**config.mk**
```make
export PLATFORM = sky130hd
export DESIGN_NAME = ccsc_clock_control
export DESIGN_NICKNAME = d
export VERILOG_FILES = /design/src/ccsc_pkg.sv /design/src/ccsc_clock_control.sv /design/src/ccsc_delay_counter.sv
export SDC_FILE = /design/constraint.sdc
export NUM_CORES = 1
export LEC_CHECK = 0
export ABC_CLOCK_PERIOD_IN_PS = 2200
export BUFFER_PORTS_ARGS = -buffer_cell sky130_fd_sc_hd__buf_2
export CORE_UTILIZATION = 25
export DETAILED_ROUTE_END_ITERATION = 7
export HOLD_SLACK_MARGIN = 0.12
export RECOVER_POWER = 25
export SLEW_MARGIN = 25
export SYNTH_ARGS = -nofsm -noshare
export SYNTH_HDL_FRONTEND = slang
export SYNTH_SLANG_ARGS = --single-unit
```
**constraint.sdc**
```tcl
create_clock -name ref_clk -period 2.2 [get_ports ref_clk]
set_input_delay 0.22 -clock ref_clk [delete_from_list [all_inputs] [get_ports ref_clk]]
set_output_delay 0.22 -clock ref_clk [all_outputs]
set_load 0.01 [all_outputs]
```
**src/ccsc_pkg.sv**
```systemverilog
// Constants for the clock source select control block.
// Assumes a single 100 MHz ref_clk domain and an 8-bit I/O write port.
package ccsc_pkg;
	localparam logic [7:0] CCSC_CFG_ADDR      = 8'hf8;
	localparam logic [7:0] CCSC_CFG_RESET     = 8'h00;
	localparam int         CCSC_BIT_RES_DLY   = 7;
	localparam int         CCSC_WAKE_ADJ_HI   = 6;
	localparam int         CCSC_WAKE_ADJ_LO   = 4;
	localparam int         CCSC_BIT_LVR_DIS   = 3;
	localparam int         CCSC_BIT_PREC      = 2;
	localparam int         CCSC_BIT_CLKOUT_DIS = 1;
	localparam int         CCSC_BIT_EXT_EN    = 0;
	localparam int         CCSC_CLK_MHZ       = 100;
	localparam int         CCSC_LONG_US       = 4000;
	localparam int         CCSC_SHORT_US      = 128;
	localparam int         CCSC_INT_WAKE_US   = 9;
	localparam int         CCSC_SETTLE_US     = 24;
	localparam int         CCSC_LONG_CYC      = CCSC_LONG_US * CCSC_CLK_MHZ;
	localparam int         CCSC_SHORT_CYC     = CCSC_SHORT_US * CCSC_CLK_MHZ;
	localparam int         CCSC_INT_WAKE_CYC  = CCSC_INT_WAKE_US * CCSC_CLK_MHZ;
	localparam int         CCSC_SETTLE_CYC    = CCSC_SETTLE_US * CCSC_CLK_MHZ;
	localparam int         CCSC_CNT_W         = 20;
	localparam logic [15:0] CCSC_RESET_VECTOR = 16'h0000;
	typedef enum logic [2:0] {
		CCSC_RUN, CCSC_SETTLE, CCSC_WAIT_STABLE, CCSC_DELAY, CCSC_SUSP
	} ccsc_state_t;
endpackage : ccsc_pkg

```
**src/ccsc_clock_control.sv**
```systemverilog
// Clock source select controller: config register, delay sequencing,
// crystal pin control. Assumes synchronous I/O writes/reads and a
// separate detector reporting external oscillator stability.
// Reset causes arrive as levels or one-cycle pulses on ref_clk.
// Delay figures are counted in ref_clk cycles, not on the new source.
// The long resume delay is 400000 cycles; benches prefer the short one.
`timescale 1ns/100ps
module ccsc_clock_control (
	// Clock and reset
	input  wire logic        ref_clk,
	input  wire logic        rst,
	// I/O register port
	input  wire logic        io_wr,
	input  wire logic [7:0]  io_addr,
	input  wire logic [7:0]  io_wdata,
	output logic [7:0]       io_rdata,
	// Reset causes and supply state
	input  wire logic        brown_out_reset,
	input  wire logic        low_voltage_reset,
	input  wire logic        watchdog_reset,
	input  wire logic        supply_low,
	// Suspend, wake and oscillator status
	input  wire logic        suspend_req,
	input  wire logic        wake_event,
	input  wire logic        ext_osc_stable,
	input  wire logic        wake_irq_global_en,
	// Internal clock and crystal pins
	input  wire logic        int_osc_clk,
	input  wire logic        crystal_in_pin,
	output logic             crystal_out_pin,
	output logic             crystal_in_pull_down,
	output logic             aux_port_bit_one,
	// Oscillator and clock enables
	output logic             int_osc_enable,
	output logic             ext_osc_enable,
	output logic             ext_mode,
	output logic             cpu_clk_en,
	output logic             chip_clk_en,
	// Configuration fields passed out
	output logic             usb_tune_enable,
	output logic             lvr_enable,
	output logic [2:0]       wake_timer_adjust,
	output logic             wake_timer_irq_en,
	// Restart after a supply hold
	output logic             fetch_from_vector,
	output logic [15:0]      fetch_address
);
	import ccsc_pkg::*;

	// Stored configuration and the clock source in use
	logic [7:0]            cfg;
	logic                  mode_ext;

	// Crystal-in level as seen on the port bit
	logic                  xin_sample;

	// Sequencer state and its next value
	ccsc_state_t           state;
	ccsc_state_t           next_state;

	// Delay counter handshake
	logic                  cnt_load;
	logic [CCSC_CNT_W-1:0] cnt_value;
	logic                  cnt_done;

	// Register hit and write strobe; the block owns a single address,
	// so every other address reads back as zero
	wire cfg_hit   = (io_addr == CCSC_CFG_ADDR);
	wire cfg_wr    = io_wr && cfg_hit;

	// Power-class resets: brown-out always counts, low voltage only while
	// the disable bit is clear
	wire bor_hit   = brown_out_reset;
	wire lvr_hit   = low_voltage_reset && lvr_enable;
	wire power_rst = bor_hit || lvr_hit;

	// Supply dip seen while running; the disable bit masks it
	wire lvr_trip  = !cfg[CCSC_BIT_LVR_DIS] && supply_low;

	// Decoded sequencer states, shared by the logic below
	wire in_run    = (state == CCSC_RUN);
	wire in_settle = (state == CCSC_SETTLE);
	wire in_wait   = (state == CCSC_WAIT_STABLE);
	wire in_susp   = (state == CCSC_SUSP);

	// Switch request: bit 0 written high from internal mode while running.
	// A watchdog or supply dip in the same cycle drops it. A watchdog also
	// loses the write, but a dip still stores it, so bit 0 reads high while the mode stays internal.
	wire wr_ext    = io_wdata[CCSC_BIT_EXT_EN];
	wire ext_start = cfg_wr && wr_ext && !mode_ext && in_run
	                 && !watchdog_reset && !lvr_trip;

	// Wake from suspend; the stored bit 0 picks the new source
	wire wake_now  = in_susp && wake_event;
	wire wake_ext  = wake_now && cfg[CCSC_BIT_EXT_EN];

	// Resume delay picked by bit 7; it only applies to the external source
	wire [CCSC_CNT_W-1:0] ext_delay = cfg[CCSC_BIT_RES_DLY]
	    ? CCSC_CNT_W'(CCSC_LONG_CYC)
	    : CCSC_CNT_W'(CCSC_SHORT_CYC);

	// Watchdog image of the register: only the enable bit is cleared,
	// every other field keeps what firmware wrote
	wire [7:0] cfg_wdr_mask  = ~(8'h01 << CCSC_BIT_EXT_EN);
	wire [7:0] cfg_after_wdr = cfg & cfg_wdr_mask;

	// Configuration register. Power reset beats watchdog, which beats
	// a write in the same cycle.
	always_ff @(posedge ref_clk) begin
		if (rst || power_rst)
			cfg <= CCSC_CFG_RESET;
		else if (watchdog_reset)
			cfg <= cfg_after_wdr;
		else if (cfg_wr)
			cfg <= io_wdata;
	end

	// Clock mode. It goes external on a switch request or at a wake with bit 0 set,
	// and is chosen again only at wake, so clearing bit 0 while external does nothing
	// until the next wake. Power resets always fall back to internal.
	always_ff @(posedge ref_clk) begin
		if (rst || power_rst)
			mode_ext <= 1'b0;
		else if (ext_start)
			mode_ext <= 1'b1;
		else if (wake_now)
			mode_ext <= cfg[CCSC_BIT_EXT_EN];
	end

	// Delay sequencer. The counter stands in for a count kept on the newly
	// selected oscillator; counting ref_clk instead keeps one clock domain
	// at the cost of fixed cycle figures.
	always_comb begin
		next_state = state;
		cnt_load   = 1'b0;
		cnt_value  = '0;
		case (state)
			// Normal run: supply dip first, then switch, then suspend
			CCSC_RUN: begin
				if (lvr_trip) begin
					next_state = CCSC_SETTLE;
					cnt_load   = 1'b1;
					cnt_value  = CCSC_CNT_W'(CCSC_SETTLE_CYC);
				end else if (ext_start) begin
					next_state = CCSC_WAIT_STABLE;
				end else if (suspend_req) begin
					next_state = CCSC_SUSP;
				end
			end
			// Partial suspend while the supply settles
			CCSC_SETTLE: begin
				if (cnt_done)
					next_state = CCSC_RUN;
			end
			// All clocks held until the external oscillator is stable;
			// no limit here, a dead resonator keeps the part halted
			CCSC_WAIT_STABLE: begin
				if (ext_osc_stable) begin
					next_state = CCSC_DELAY;
					cnt_load   = 1'b1;
					cnt_value  = ext_delay;
				end
			end
			// Chip clocks run, processor still held for the resume delay
			CCSC_DELAY: begin
				if (cnt_done)
					next_state = CCSC_RUN;
			end
			// Wake picks the path: external waits for stability first,
			// internal only needs its short fixed start time
			CCSC_SUSP: begin
				if (wake_ext) begin
					next_state = CCSC_WAIT_STABLE;
				end else if (wake_now) begin
					next_state = CCSC_DELAY;
					cnt_load   = 1'b1;
					cnt_value  = CCSC_CNT_W'(CCSC_INT_WAKE_CYC);
				end
			end
			default: begin
				next_state = CCSC_RUN;
			end
		endcase
	end

	// Power resets restart with the supply settle hold, from any state,
	// so a brown-out during suspend or a switch still ends in settle
	always_ff @(posedge ref_clk) begin
		if (rst)
			state <= CCSC_RUN;
		else if (power_rst)
			state <= CCSC_SETTLE;
		else
			state <= next_state;
	end

	// Power reset needs a counter load the sequencer cannot give, since
	// the state register jumps to settle without passing through RUN
	wire                  load_any  = cnt_load || power_rst;
	wire [CCSC_CNT_W-1:0] load_val  = power_rst
	    ? CCSC_CNT_W'(CCSC_SETTLE_CYC) : cnt_value;

	// Shared delay counter; only one delay runs at a time
	ccsc_delay_counter u_delay (
		.ref_clk    (ref_clk),
		.rst        (rst),
		.load       (load_any),
		.load_value (load_val),
		.done       (cnt_done)
	);

	// Crystal-in read as a port bit in internal mode only. The sample
	// goes nowhere else, so it can never raise an interrupt.
	wire xin_gpio = crystal_in_pin && !mode_ext;

	always_ff @(posedge ref_clk) begin
		if (rst)
			xin_sample <= 1'b0;
		else
			xin_sample <= xin_gpio;
	end

	// Read back the whole register; other addresses return zero.
	// The answer stands one cycle after the address is presented.
	always_ff @(posedge ref_clk) begin
		if (rst)
			io_rdata <= 8'h00;
		else
			io_rdata <= cfg_hit ? cfg : 8'h00;
	end

	// Clock gating levels taken from the sequencer state
	wire running    = in_run;
	wire halted_ext = in_wait;
	wire osc_off    = in_susp;

	// Crystal-out: internal clock, held high by bit 1, low when external.
	// Bit 1 is ignored in external mode so the pin never toggles there.
	wire clkout_hold = cfg[CCSC_BIT_CLKOUT_DIS];
	wire clkout_int  = clkout_hold ? 1'b1 : int_osc_clk;
	assign crystal_out_pin = mode_ext ? 1'b0 : clkout_int;

	// Crystal-in is a pulled-down input only in internal mode;
	// in external mode the pin belongs to the resonator
	assign crystal_in_pull_down = !mode_ext;
	assign aux_port_bit_one     = xin_sample;

	// One oscillator at a time; suspend stops both, and the mode
	// bit decides which one restarts at wake
	assign int_osc_enable       = !mode_ext && !osc_off;
	assign ext_osc_enable       = mode_ext && !osc_off;
	assign ext_mode             = mode_ext;

	// Processor waits out every delay; chip clocks only wait for
	// the external oscillator to become stable
	assign cpu_clk_en           = running;
	assign chip_clk_en          = !halted_ext && !osc_off;

	// Tuning request is masked in external mode, where the internal
	// clock is stopped and tuning would mean nothing
	assign usb_tune_enable      = cfg[CCSC_BIT_PREC] && !mode_ext;

	// Low-voltage reset enable is the inverse of the disable bit;
	// clearing it leaves the part exposed to supply dips
	assign lvr_enable           = !cfg[CCSC_BIT_LVR_DIS];

	// Wake timer period field and its interrupt gate; the timer
	// itself lives outside this block
	assign wake_timer_adjust    = cfg[CCSC_WAKE_ADJ_HI:CCSC_WAKE_ADJ_LO];
	assign wake_timer_irq_en    = wake_irq_global_en;

	// Settle hold ends with a fetch from the reset vector,
	// flagged in its last cycle
	assign fetch_from_vector    = in_settle && cnt_done;
	assign fetch_address        = CCSC_RESET_VECTOR;
endmodule : ccsc_clock_control

```
**src/ccsc_delay_counter.sv**
```systemverilog
// Down counter that times start-up and resume delays.
// Assumes load and count come from the controller in the same clock.
`timescale 1ns/100ps
module ccsc_delay_counter (
	input  wire logic                            ref_clk,
	input  wire logic                            rst,
	input  wire logic                            load,
	input  wire logic [ccsc_pkg::CCSC_CNT_W-1:0] load_value,
	output logic                                 done
);
	import ccsc_pkg::*;
	logic [CCSC_CNT_W-1:0] count;
	wire                   at_zero = (count == '0);

	// Load wins over counting so a fresh delay never inherits old time
	always_ff @(posedge ref_clk) begin
		if (rst)
			count <= '0;
		else if (load)
			count <= load_value;
		else if (!at_zero)
			count <= count - 1'b1;
	end

	assign done = at_zero && !load;
endmodule : ccsc_delay_counter

```
Word level (Yosys, flattened, before mapping)
Index checks and enable logic that the tools add are counted.
Word-level totals
  bits in registers: 41
  bits in latches: 0
  bits in writable memories: 0
  ROM bits: 0
  bits of input ports: 29
  output and inout bits: 39
  logic and storage cells: 89
  memories: 0
Cells by class
  add/subtract/negate cells: 1
  multipliers: 0
  div/mod/pow operators: 0
  $lt $le $gt $ge: 0
  eq/ne operators: 14
  shifts and indexed selects: 0
  mux-type cells: 27
  bitwise operators: 2
  reductions and logical operators: 37
Operators with widths (count)
  $mux W20: 3
  $pmux W19 S3: 1
  $mux W19: 2
  $mux W3: 7
  $logic_not A20 Y1: 1
  $mux W10: 2
  $sub A20 B1 Y20 const B: 1
  $logic_and A1 B1 Y1: 17
  $mux W12: 1
  $pmux W3 S4: 1
  $mux W1: 9
  $eq A8 B8 Y1 const B: 1
  $reduce_and A4 Y1: 2
  $reduce_or A2 Y1: 4
  $logic_not A1 Y1: 7
  $eq A3 B2 Y1 const B: 2
  $ne A3 B1 Y1 const B: 2
  $ne A5 B4 Y1 const B: 1
  $ne A2 B1 Y1 const B: 2
  $ne A4 B2 Y1 const B: 1
  $ne A4 B3 Y1 const B: 1
  $eq A3 B1 Y1 const B: 1
  $eq A3 B3 Y1 const B: 1
  $logic_not A3 Y1: 1
  other kinds (7): 10

Longest topological paths before layout
  depth in word-level cells: 11
  depth in mapped cells: 8
  mapped depth without buffers: 7

Hierarchy
Synthesis repeated with hierarchy kept, for this count alone.
Second synthesis, totals
  cells, all modules: 283
  area, all modules: 2402.3 µm²
Modules (own cells, without submodules)
  ccsc_clock_control: instances 1, cells an instance 140, area each 1217.4 µm², seq. area each 420.4 µm²
  ccsc_delay_counter: instances 1, cells an instance 143, area each 1184.9 µm², seq. area each 400.4 µm²

Least setup slack after synthesis
Ideal clock, no wire load.
  kind: register to register
  from: reg u_delay.count[2]
  to: reg u_delay.count[19]
  arrival: 2.120 ns
  setup slack: 0.010 ns
  cell stages (with the launch flop): 7
  buffers on the path: 1
  clock period less this slack: 2.190 ns
  path through: dfxtp_1 or4_1 buf_2 or3_4 or3_1 or3_1 a21oi_1
On the way
  longest elaborated chain between the ends: 3
  elaborated cells on any way between the ends: 5
  those cells by class: add/sub: 1; eq/ne: 1; mux: 2; reduce/logical: 1
RTL lines
  from (decl): RTL line ccsc_delay_counter.sv:12  | logic [CCSC_CNT_W-1:0] count;
  from (signal assigned): RTL line ccsc_delay_counter.sv:20  | count <= load_value;
  from (signal assigned): RTL line ccsc_delay_counter.sv:22  | count <= count - 1'b1;
  $sub A20 B1 Y20: RTL line ccsc_delay_counter.sv:22
  $mux W20: RTL line ccsc_delay_counter.sv:21  | else if (!at_zero)
  $mux W20: RTL line ccsc_delay_counter.sv:19  | else if (load)
Several ways; a longest one is shown, not always the timed one. The select of a mux whose other input is x is not followed.
A chain may end at the register's enable or synchronous reset.

Final worst setup path
  from: reg u_delay.count[2]
  to: out fetch_from_vector
On the way
  longest elaborated chain between the ends: 3
RTL lines
  $logic_not A20 Y1: RTL line ccsc_delay_counter.sv:13  | wire at_zero = (count == '0);
  $logic_and A1 B1 Y1: RTL line ccsc_delay_counter.sv:25  | assign done = at_zero && !load;
  $logic_and A1 B1 Y1: RTL line ccsc_clock_control.sv:274  | assign fetch_from_vector = in_settle && cnt_done;
  to (decl): RTL line ccsc_clock_control.sv:45  | output logic fetch_from_vector,
No other way between the ends.

==> reports/qor.yml <==
status: "complete, no violations"
via_per_inst: 4.646
synth.top_cell.area_share_pct: 37.70
cp_max_fo: 2
tns_ns: 0
coreArea_um2: 8341
finalMaxSlewViolations: 0
wire_per_inst_um: 12.49
antenna_found_initial: 0
final.fill_count: 893
crit_type: "reg -> out"
fmax_ghz: 0.4551
cp.depth: 6
hold_viol: 0
grt.overflow.total: 0
rsz0062_at_grt: "true"
async_reset_ff_share_pct: 0
area_growth_pct: 28.56
yosys_warnings: 0
track_usage_pct: 12.95
synthDistinctLibCells: 51
layout-drive-gt1-share_pct: 25.89
die_w_um: 95.32
hpwl_mm: 4.282
period_share_pct: 99.88
synth_top_cell_by_area: "dfxtp_1"
synth-adder-area-share_pct: 1.149
synth_ff_type: "dfxtp_1"
drc: 0
die_height_um: 95.32
initialDrtViolationCount: 104
portBuffers: 49
io_pins: 68
clk_transition_reported_paths_ns: 0.08
hp-class: "in -> reg"
dpl_worst_slack_ns: 0.07379
synth_xor_xnor_area_share_pct: 2.816
power-per-cell-area_nw_per_um2: 592.1
fin_worst_skew_ns: 0.008138
grt_max_degree: 14
grt_pass1_wl_mm: 9.018
synth_simple_gate_area_share_pct: 30.40
initial_core_util_pct: 26.10
cp_num_buf_inv: 3
drv_cap: 0
power_switching_share_pct: 25.92
crit_path_end: "fetch_from_vector"
worst_slew_pin_slew_ns: 0.5081
dp.cells: 430
ant_nets: 0
synth-edff-count: 0
gp_congestion: 0.8603
synthesis.instances: 264
worstPathRequired_ns: 1.98
p_comb_share_pct: 16.5
reg2reg_to: "u_delay.count[19]$_SDFFE_PP0P_"
diodes: 0
p_sw_w: 0.0004296
setup_viol: 0
synth_top_family_by_area: "simple AND/OR/NAND/NOR gates"
p_int_w: 0.001228
cts_tree: "done"
slowest_delay_ns: 0.54
cts_sinks: 41
timing.final.ws_setup_ns: 0.002693
r2r_start: "u_delay.count[2]$_SDFFE_PP0P_"
power_frac_seq_pct: 46.7
synth_compound_area_share_pct: 14.14
multi_input_area_um2: 1249
post-route-min-period_ns: 2.197
cts_buffer_depth: 2
synth.area.top_cells: "dfxtp_1 (38%), buf_4 (6.9%), nor2_1 (5.0%)"
synth_area_um2: 2177
synthMuxAreaShare_pct: 3.678
avgSynthCellArea_um2: 8.247
path_cells: "or4_4 -> buf_6 -> nor4b_4 -> buf_4 -> and4b_1 -> buf_2"
slew_headroom_pct: 65.65
critPathTopFamily: "simple AND/OR/NAND/NOR gates"
die-area_um2: 9086
final_net_count: 366
cts-root-buf: "clkbuf_8"
wl_mm: 5.506
synth_seq_cells: 41
crit_start: "u_delay.count[2]$_SDFFE_PP0P_"
cp.arrival_ns: 1.98
htree_num_levels: 2
ff2ff_setup_slack_ns: 0.10
leakage_nw: 1.155
worst_path_max_delay_cell: "or4_4"
dr.pass1.iters: 4
vdd_ir_drop_max_mv: 0.3425
clkPwrFrac_pct: 36.9
ys_seq_area_share_pct: 37.70
grt_pass1_vias: 1883
reg2reg_depth: 5
cts_buffers: 5
clk_latency_ns: 0.30
dr_total_vias: 2049
critPathLaunchType: "register"
dpl-instance-area_um2: 2625
rows: 33
mostFrequentLayoutCell: "dfxtp_1"
mostFrequentLayoutCells: "dfxtp_1 (39), buf_2 (37), nor2_1 (28)"
hold_slack_ns: 0.1488
worstSetupEndpointType: "output pin"
seq_area_um2: 823.3
design_area_um2: 2799
final_cells: 441
-- worst min path at each step --
| stage | startpoint | endpoint | slack (ns) | depth (start not counted) |
|---|---|---|---|---|
| floorplan | watchdog_reset | cfg[0]$_SDFFE_PP0N_ | 0.30 | 1 |
| global placement | watchdog_reset | cfg[0]$_SDFFE_PP0N_ | 0.42 | 2 |
| detailed placement | watchdog_reset | cfg[0]$_SDFFE_PP0N_ | 0.43 | 2 |
| CTS | io_wdata[1] | cfg[1]$_SDFFE_PP0P_ | 0.14 | 3 |
| global route | io_wdata[3] | cfg[3]$_SDFFE_PP0P_ | 0.16 | 3 |
| finish | io_wdata[1] | cfg[1]$_SDFFE_PP0P_ | 0.15 | 3 |
-- synthesized netlist by cell type (all sizes together), types with 5 or more instances --
cell / count
inv: 8
xnor2: 5
and2: 8
nand2: 14
nor4: 8
o21ai: 7
nor3: 9
nor2: 29
a21oi: 19
mux2i: 8
clkbuf: 7
dfxtp: 41
or4: 5
nand3: 6
buf: 22
nand2b: 5
or3: 13
-- worst register-to-register path: stages (launching register included) --
cell and delay, ns:
dfxtp_2 0.32, or4_4 0.54, or3_4 0.41, or3_1 0.32, or3_1 0.31, a21oi_1 0.14
-- power groups by stage --
stage,combinational [W],clock (W),sequential (W)
after CTS,0.000266,0.000629,0.000772
after global placement,0.000248,0,0.000787
after floorplan,0.000173,0,0.000790
after detailed placement,0.000250,0,0.000788
after global routing,0.000305,0.000662,0.000775
final,0.000273,0.000611,0.000773
-- per-layer routing --
layer / vias to the layer above / wire (um) / track usage [%]
met5: - / 0 / 0
met4: 0 / 99 / 5.682
met3: 7 / 171 / 2.871
met2: 43 / 2656 / 20.89
met1: 951 / 2578 / 16.45
li1: 1048 / - / -
-- repair_timing --
action / 4_1_cts / 5_1_grt
gates resized for setup: 6 / 6
endpoints found under the setup margin: 1 / 1
hold buffers: 1 / 0
endpoints found under the hold margin: 1 / 0
pin swaps: 1 / 1
buffers inserted: 2 / 0
-- through the flow --
| step | utilization, % | total power (W) |
|---|---|---|
| 3_3_place_gp | 31.47 | 0.001035 |
| 3_5_place_dp | 31.47 | 0.001038 |
| 5_1_grt | 33.56 | 0.001741 |
| 4_1_cts | 33.41 | 0.001666 |
| 2_1_floorplan | - | 0.0009626 |
| 6_report | 33.56 | 0.001657 |
-- final cells by class --
| type | instances | area share (%) |
|---|---|---|
| clock inverters | 2 | 1.386 |
| flip-flops and latches | 41 | 29.41 |
| multi-input cells | 201 | 44.61 |
| repair buffers | 78 | 16.23 |
| well taps | 105 | 4.694 |
| clock buffers | 6 | 2.593 |
| inverters | 8 | 1.073 |
-- state kept, by name, summed over array words and instances, names as in the netlist --
name              cells
state                 3
aux_port_bit_one      1
io_rdata              8
u_delay.count        20
ext_mode              1
cfg                   8
-- cells by family (layout without fill, tap and decap cells) --
logic type      after synthesis  count (layout)
other cells                   1              16
fa+ha+maj                     2               2
compound gates               48              48
buf+inv                      37              94
flops                        41              41
mux                           8               8
simple gates                120             120
xor+xnor                      7               7
Power figures use the tool's default switching activity.
